**src/rtl/autoneg_advert_pkg.sv**
```systemverilog
package autoneg_advert_pkg;

   // ----------------------------------------------------------------
   // bus map
   // ----------------------------------------------------------------
   localparam int           NUM_PHY    = 2;
   localparam int           ADR_W      = 8;
   localparam int           DAT_W      = 32;
   localparam int           SEL_W      = 4;
   localparam logic [7:0]   ADV_OFS    = 8'h04;  // advertisement word
   localparam logic [7:0]   STRAP_OFS  = 8'h08;  // synchronised strap view
   localparam int           PHY_LSB    = 6;      // phy index sits above this
   localparam int           OFS_LSB    = 2;      // word aligned offsets

   // ----------------------------------------------------------------
   // advertisement field layout
   // ----------------------------------------------------------------
   localparam int           ADV_W          = 16;
   localparam int           NEXT_PAGE_BIT  = 15;
   localparam int           RSVD_HI_BIT    = 14;
   localparam int           REM_FAULT_BIT  = 13;
   localparam int           EXT_NP_BIT     = 12;
   localparam int           ASYM_PAUSE_BIT = 11;
   localparam int           SYM_PAUSE_BIT  = 10;
   localparam int           RSVD_LO_BIT    = 9;
   localparam int           X100_FD_BIT    = 8;
   localparam int           X100_HD_BIT    = 7;
   localparam int           T10_FD_BIT     = 6;
   localparam int           T10_HD_BIT     = 5;
   localparam int           SELECT_HI      = 4;
   localparam int           SELECT_LO      = 0;

   // reserved bits 14 and 9 are left out of the writable mask
   localparam logic [15:0]  ADV_WR_MASK    = 16'hBDFF;

   // ----------------------------------------------------------------
   // reset values of the fixed fields
   // ----------------------------------------------------------------
   localparam logic         NEXT_PAGE_RST  = 1'b0;
   localparam logic         REM_FAULT_RST  = 1'b0;
   localparam logic         EXT_NP_RST     = 1'b0;
   localparam logic         X100_FD_RST    = 1'b1;
   localparam logic         X100_HD_RST    = 1'b1;
   localparam logic [4:0]   SELECT_802_3   = 5'h01;

   // ----------------------------------------------------------------
   // carriers
   // ----------------------------------------------------------------
   typedef struct packed {
      logic manual_fc;   // manual flow control strap
      logic fd_fc;       // full-duplex flow control strap
      logic autoneg;     // auto-negotiation enable strap
      logic speed;       // speed select strap
      logic duplex;      // duplex select strap
      logic fx_mode;     // 100BASE-FX operation
   } strap_s;

   localparam int           STRAP_W = $bits(strap_s);

   typedef struct packed {
      logic              cyc;
      logic              stb;
      logic              we;
      logic [SEL_W-1:0]  sel;
      logic [ADR_W-1:0]  adr;
      logic [DAT_W-1:0]  dat;
   } wb_req_s;

endpackage : autoneg_advert_pkg

```
**src/rtl/autoneg_advert_register.sv**
```systemverilog
// Behaviour
// - advertisement word sits at offset 4, 16 bits wide, one per internal phy
// - bit 15 next page ability, writable, resets to 0
// - bit 13 remote fault advertise, writable, resets to 0
// - bit 11 writable asymmetric pause advertisement
// - bit 10 writable symmetric pause advertisement
// - bit 8 writable 100BASE-X full duplex, resets to 1
// - bit 7 writable 100BASE-X half duplex, resets to 1
// - bit 6 writable 10BASE-T full duplex advertisement
// - bit 5 writable 10BASE-T half duplex advertisement
// - bits 4:0 writable selector, resets to 00001 for IEEE 802.3
// - manual strap 0: bit 10 resets 1, bit 11 from full-duplex strap
// - manual strap 1: pause bits 10 and 11 reset to 0
// - fiber mode: both pause bits reset to 0 regardless of straps
// - bit 6 resets to autoneg OR (NOT speed AND duplex)
// - bit 5 resets to autoneg OR NOT speed
// - fiber mode: bits 6 and 5 reset to 0
//
// Implementation choice: the Wishbone register port.
`timescale 1ns/1ns
`default_nettype none

module autoneg_advert_register
   import autoneg_advert_pkg::*;
(
   input  wire logic              clk_i,
   input  wire logic              rst_i,
   input  wire logic              wb_cyc_i,
   input  wire logic              wb_stb_i,
   input  wire logic              wb_we_i,
   input  wire logic [SEL_W-1:0]  wb_sel_i,
   input  wire logic [ADR_W-1:0]  wb_adr_i,
   input  wire logic [DAT_W-1:0]  wb_dat_i,
   output logic      [DAT_W-1:0]  wb_dat_o,
   output logic                   wb_ack_o,
   output logic                   wb_err_o,
   input  wire logic              manual_flow_ctrl_cfg_first_phy_i,
   input  wire logic              manual_flow_ctrl_cfg_second_phy_i,
   input  wire logic              full_duplex_flow_ctrl_cfg_first_phy_i,
   input  wire logic              full_duplex_flow_ctrl_cfg_second_phy_i,
   input  wire logic [NUM_PHY-1:0] autoneg_en_cfg_i,
   input  wire logic [NUM_PHY-1:0] speed_sel_cfg_i,
   input  wire logic [NUM_PHY-1:0] duplex_sel_cfg_i,
   input  wire logic [NUM_PHY-1:0] fiber_mode_i,
   output logic      [ADV_W-1:0]  advert_first_phy_o,
   output logic      [ADV_W-1:0]  advert_second_phy_o
);

   // ----------------------------------------------------------------
   // helpers
   // ----------------------------------------------------------------

   // strap driven reset word; fiber mode overrides every strap term
   function automatic logic [ADV_W-1:0] default_adv(input strap_s s);
      logic [ADV_W-1:0] v;
      v                      = '0;
      v[NEXT_PAGE_BIT]       = NEXT_PAGE_RST;
      v[REM_FAULT_BIT]       = REM_FAULT_RST;
      v[EXT_NP_BIT]          = EXT_NP_RST;
      v[X100_FD_BIT]         = X100_FD_RST;
      v[X100_HD_BIT]         = X100_HD_RST;
      v[SELECT_HI:SELECT_LO] = SELECT_802_3;
      v[SYM_PAUSE_BIT]       = !s.fx_mode && !s.manual_fc;
      v[ASYM_PAUSE_BIT]      = !s.fx_mode && !s.manual_fc && s.fd_fc;
      v[T10_FD_BIT]          = !s.fx_mode && (s.autoneg || (!s.speed && s.duplex));
      v[T10_HD_BIT]          = !s.fx_mode && (s.autoneg || !s.speed);
      return v;
   endfunction : default_adv

   // word address match for one phy slot
   function automatic logic addr_hit(input logic [ADR_W-1:0] adr,
                                     input logic [1:0]       phy,
                                     input logic [7:0]       ofs);
      return (adr[ADR_W-1:PHY_LSB] == phy) &&
             (adr[PHY_LSB-1:OFS_LSB] == ofs[PHY_LSB-1:OFS_LSB]);
   endfunction : addr_hit

   // byte-lane merge; only the low two lanes carry register bits
   function automatic logic [ADV_W-1:0] merge_write(input logic [ADV_W-1:0] old,
                                                    input logic [DAT_W-1:0] dat,
                                                    input logic [SEL_W-1:0] sel);
      logic [ADV_W-1:0] v;
      v = old;
      if (sel[0]) begin
         v[7:0] = dat[7:0];
      end
      if (sel[1]) begin
         v[15:8] = dat[15:8];
      end
      return v & ADV_WR_MASK;
   endfunction : merge_write

   // ----------------------------------------------------------------
   // strap synchronisers
   // ----------------------------------------------------------------
   strap_s      strap_raw  [NUM_PHY];
   strap_s      strap_meta [NUM_PHY];
   strap_s      strap_sync [NUM_PHY];

   // pin order folded into one carrier per phy
   always_comb begin
      strap_raw[0] = '{manual_fc: manual_flow_ctrl_cfg_first_phy_i,
                       fd_fc:     full_duplex_flow_ctrl_cfg_first_phy_i,
                       autoneg:   autoneg_en_cfg_i[0],
                       speed:     speed_sel_cfg_i[0],
                       duplex:    duplex_sel_cfg_i[0],
                       fx_mode:   fiber_mode_i[0]};
      strap_raw[1] = '{manual_fc: manual_flow_ctrl_cfg_second_phy_i,
                       fd_fc:     full_duplex_flow_ctrl_cfg_second_phy_i,
                       autoneg:   autoneg_en_cfg_i[1],
                       speed:     speed_sel_cfg_i[1],
                       duplex:    duplex_sel_cfg_i[1],
                       fx_mode:   fiber_mode_i[1]};
   end

   // two stages; straps are pins, so reset must outlast the pipe
   always_ff @(posedge clk_i) begin
      for (int p = 0; p < NUM_PHY; p++) begin
         strap_meta[p] <= strap_raw[p];
         strap_sync[p] <= strap_meta[p];
      end
   end

   // ----------------------------------------------------------------
   // wishbone decode
   // ----------------------------------------------------------------
   wb_req_s           req;
   logic              new_req;
   logic [NUM_PHY-1:0] adv_hit;
   logic [NUM_PHY-1:0] strap_hit;
   logic              mapped;
   logic [DAT_W-1:0]  rd_word;
   logic [ADV_W-1:0]  adv      [NUM_PHY];   // declared here, the read mux below uses it

   assign req = '{cyc: wb_cyc_i, stb: wb_stb_i, we: wb_we_i,
                  sel: wb_sel_i, adr: wb_adr_i, dat: wb_dat_i};

   // a request is served once; the ack cycle itself is not a new request
   assign new_req = req.cyc && req.stb && !wb_ack_o && !wb_err_o;

   // slot match and read multiplexer
   always_comb begin
      rd_word = '0;
      for (int p = 0; p < NUM_PHY; p++) begin
         adv_hit[p]   = addr_hit(req.adr, 2'(p), ADV_OFS);
         strap_hit[p] = addr_hit(req.adr, 2'(p), STRAP_OFS);
         if (adv_hit[p]) begin
            rd_word = DAT_W'(adv[p]);
         end
         if (strap_hit[p]) begin
            rd_word = DAT_W'(strap_sync[p]);
         end
      end
      mapped = |{adv_hit, strap_hit};
   end

   // ----------------------------------------------------------------
   // advertisement registers
   // ----------------------------------------------------------------
   logic [ADV_W-1:0]  next_adv [NUM_PHY];

   // write merge; bit 12 is stored as written, software keeps it at 0
   always_comb begin
      for (int p = 0; p < NUM_PHY; p++) begin
         next_adv[p] = merge_write(adv[p], req.dat, req.sel);
      end
   end

   // reset reloads from the straps, a write lands on the ack edge
   always_ff @(posedge clk_i) begin
      for (int p = 0; p < NUM_PHY; p++) begin
         if (rst_i) begin
            adv[p] <= default_adv(strap_sync[p]);
         end else if (new_req && req.we && adv_hit[p]) begin
            adv[p] <= next_adv[p];
         end
      end
   end

   assign advert_first_phy_o  = adv[0];
   assign advert_second_phy_o = adv[1];

   // ----------------------------------------------------------------
   // bus answer
   // ----------------------------------------------------------------

   // one cycle answer; err for unmapped words keeps software honest
   always_ff @(posedge clk_i) begin
      if (rst_i) begin
         wb_ack_o <= 1'b0;
         wb_err_o <= 1'b0;
      end else begin
         wb_ack_o <= new_req && mapped;
         wb_err_o <= new_req && !mapped;
      end
   end

   // read data registered; writes and unmapped reads return zero
   always_ff @(posedge clk_i) begin
      if (rst_i) begin
         wb_dat_o <= '0;
      end else if (new_req) begin
         wb_dat_o <= (req.we || !mapped) ? '0 : rd_word;
      end
   end
endmodule : autoneg_advert_register

`default_nettype wire
```
**config.mk**
```make
export PLATFORM = sky130hd
export DESIGN_NAME = autoneg_advert_register
export DESIGN_NICKNAME = d
export VERILOG_FILES = /design/src/rtl/autoneg_advert_pkg.sv /design/src/rtl/autoneg_advert_register.sv
export SDC_FILE = /design/constraint.sdc
export NUM_CORES = 1
export LEC_CHECK = 0
export BUFFER_PORTS_ARGS = -buffer_cell sky130_fd_sc_hd__buf_2
export CORE_AREA = 2 2 80 82
export DETAILED_ROUTE_END_ITERATION = 7
export DIE_AREA = 0 0 82 84
export GPL_TIMING_DRIVEN = 0
export PLACE_DENSITY = 0.79
export RECOVER_POWER = 25
export SYNTH_ARGS = -nofsm -noshare
export SYNTH_HDL_FRONTEND = slang
export SYNTH_SLANG_ARGS = --single-unit
```
**constraint.sdc**
```tcl
create_clock -name clk_i -period 2.4 [get_ports clk_i]
set_input_delay 0.24 -clock clk_i [delete_from_list [all_inputs] [get_ports clk_i]]
set_output_delay 0.24 -clock clk_i [all_outputs]
set_load 0.1 [all_outputs]
```
==> flow_summary.ini <==
[logic_synthesis]
ys_warn_count = 0
synth_compound_area_share_pct = 11.5
syn_avg_cell_area_sq_um = 11.9
netlist.area_leader.share_pct = 31.5
synthMuxAreaShare_pct = 3.19
synth_top_family_by_area = simple AND/OR/NAND/NOR gates
synth-simple-area-share_pct = 15.0
synth_cell_types = 35
synth_largest_area_cell = edfxtp_1
synth_fa_ha_area_share_pct = 0
syn_area_sq_um = 2670
ys.flop_type = dfxtp_1
yosysMostFrequentCell = dfxtp_1
ys_top_cells_by_count = 40 x dfxtp_1, 28 x edfxtp_1, 24 x buf_4
synthArstFlopShare_pct = 0
synth-xor-area-share_pct = 0
synth_area_leaders = edfxtp_1 32%, dfxtp_1 30%, buf_4 6.8%, nand2_1 3.0%, a22oi_1 2.3%
synth_edf_count = 28
synth_seq_cells = 68
synth_cells = 225
yosysSeqAreaShare_pct = 61.6

[clocking]
clock_sinks = 68
postCtsSetupBuffers = 0
clockBufferDepth = 2
path_clk_slew_ns = 0.07
tritoncts = done
cts-root-buf = clkbuf_8
worstSkewPairLatency_ns = 0.34
h-tree-depth = 3
numCtsBuffers = 9

[routing]
first_pass_iters = 4
antenna_violating_nets_post_route = 0
wl_per_cell_um = 14.3
drt_iter0_drc = 115
vias_per_cell = 4.76
detailroute.via_count = 2057
post-route-drc-count = 0
wirelength_mm = 6.18

[floorplanning]
start_util_pct = 43.7
die_h_um = 84
die_area_sq_um = 6890
die_w_um = 82
row_count = 29
pin_count = 127
core_sq_um = 6100

[final_layout]
n_fill_cell = 525
instances_no_fill = 432
drive_above_1_share_pct = 36.6
finalNetCount = 412
diodes = 0
area_growth_syn_to_layout_pct = 33.7

[pwr]
ir_drop_mv = 0.462
powerDensity_nw_per_um2 = 734
power_leakage_nw = 1.60
fin_total_pwr_w = 0.00261

[sta]
period_needed_ns = 2.27
fin_ws_ns = 0.129
slew_viol_final = 0
period_share_pct = 94.6
fmax_mhz = 440
setup_viol = 0
fin_tns_setup_ns = 0
skew_ns = 0.0101
finalHoldViolations = 0
tightest_slew_ns = 0.959
relSlewSlack_pct = 35.4
holdWs_ns = 0.190

[grt]
grt_remaining_overflow = 0
grt_max_degree = 11
antenna_found_initial = 0
grt_use_total_pct = 18.8
grt_pass1_wl_mm = 9.45
grt_pass1_vias = 1984

[critical_path]
cp_slowest_cell = nor4bb_2
path_class = register to register
worst_ep_arrival_time_ns = 2.28
path_buf_inv = 2
end_kind = register
crit_chain = nor4bb_2, nor2b_1, and3_1, buf_2, buf_4, a21o_1
cp_max_fo = 10
cp_top_family = simple AND/OR/NAND/NOR gates
max_stage_delay_ns = 0.41
required_ns = 2.41
cp-start-kind = register

[placed_design]
pre_cts_ws_ns = -0.0271
port_buffers = 82
dpl.cell_count = 405
post-dp-hpwl_mm = 4.63
gp_congestion = 0.861

[run]
drv_cap = 0

[hold_path]
hold_path_class = input port to register

[status]
status = complete, no violations
[through the flow]
stage / cell area, sq um / utilization, %
2_1_floorplan: 2750 / -
3_3_place_gp: 3250 / 53.4
3_5_place_dp: 3250 / 53.4
4_1_cts: 3560 / 58.4
5_1_grt: 3560 / 58.5
6_report: 3560 / 58.5
[metal layers]
layer  global-route usage, %  wire [um]
met1                    20.5       2380
met2                    31.0       3120
met3                    8.12        531
met4                    8.33        143
met5                       0          0
[cell families after synthesis]
| logic type | count (synthesis) |
|---|---|
| compound gates | 43 |
| simple gates | 71 |
| mux | 8 |
| flops | 68 |
| other cells | 1 |
| buf+inv | 34 |
[worst register-to-register path: cells and delay by family, from the launching register on]
family / cells / cell delay (ns)
flops: 1 / 0.33
compound gates: 1 / 0.32
simple gates: 3 / 0.91
buf+inv: 2 / 0.39
[sequential cells by signal, indices dropped and copies added (netlist names)]
name and cells:
strap_meta 12, adv 28, wb_ack_o 1, strap_sync 12, wb_dat_o 14, wb_err_o 1
[where the power goes]
| group | switching, W | internal [W] | leakage [nW] |
|---|---|---|---|
| Combinational | 0.000360 | 0.0000974 | 0.905 |
| Clock | 0.000389 | 0.000502 | 0.0935 |
| Sequential | 0.0000225 | 0.00124 | 0.603 |
[area by class of cell]
type	instances	area [sq um]	area share [%]
clock inverter	2	35.0	0.983
timing repair buffer	94	531	14.9
inverter	2	7.51	0.211
multi-input combinational	144	882	24.7
clock buffer	13	149	4.18
tap	77	96.3	2.70
sequential	68	1640	46.1
buffer	32	220	6.18
[cells in the final DEF (no fill, tap or decap), types with 9 or more instances in the layout]
master,instances
edfxtp_1,28
conb_1,22
buf_2,84
buf_4,24
nand2_1,21
and2_1,9
dfxtp_1,38
nor2_1,10
clkbuf_8,10
dlygate4sd3_1,12
[worst paths after layout]
kind / startpoint / depth (start not counted) / slack [ns] / to
max: wb_ack_o / 6 / 0.13 / adv[1][2]
min: wb_dat_i[0] / 2 / 0.19 / adv[1][0]
max reg2reg: wb_ack_o / 6 / 0.13 / adv[1][2]
min reg2reg: strap_meta[0][3] / 0 / 0.33 / strap_sync[0][3]
[repair_timing]
item,4_1_cts,5_1_grt
hold endpoints to repair,12,0
resized for setup,0,1
hold buffers,12,0
endpoints found under the setup margin,0,16
(Power assumes the default switching activity.)
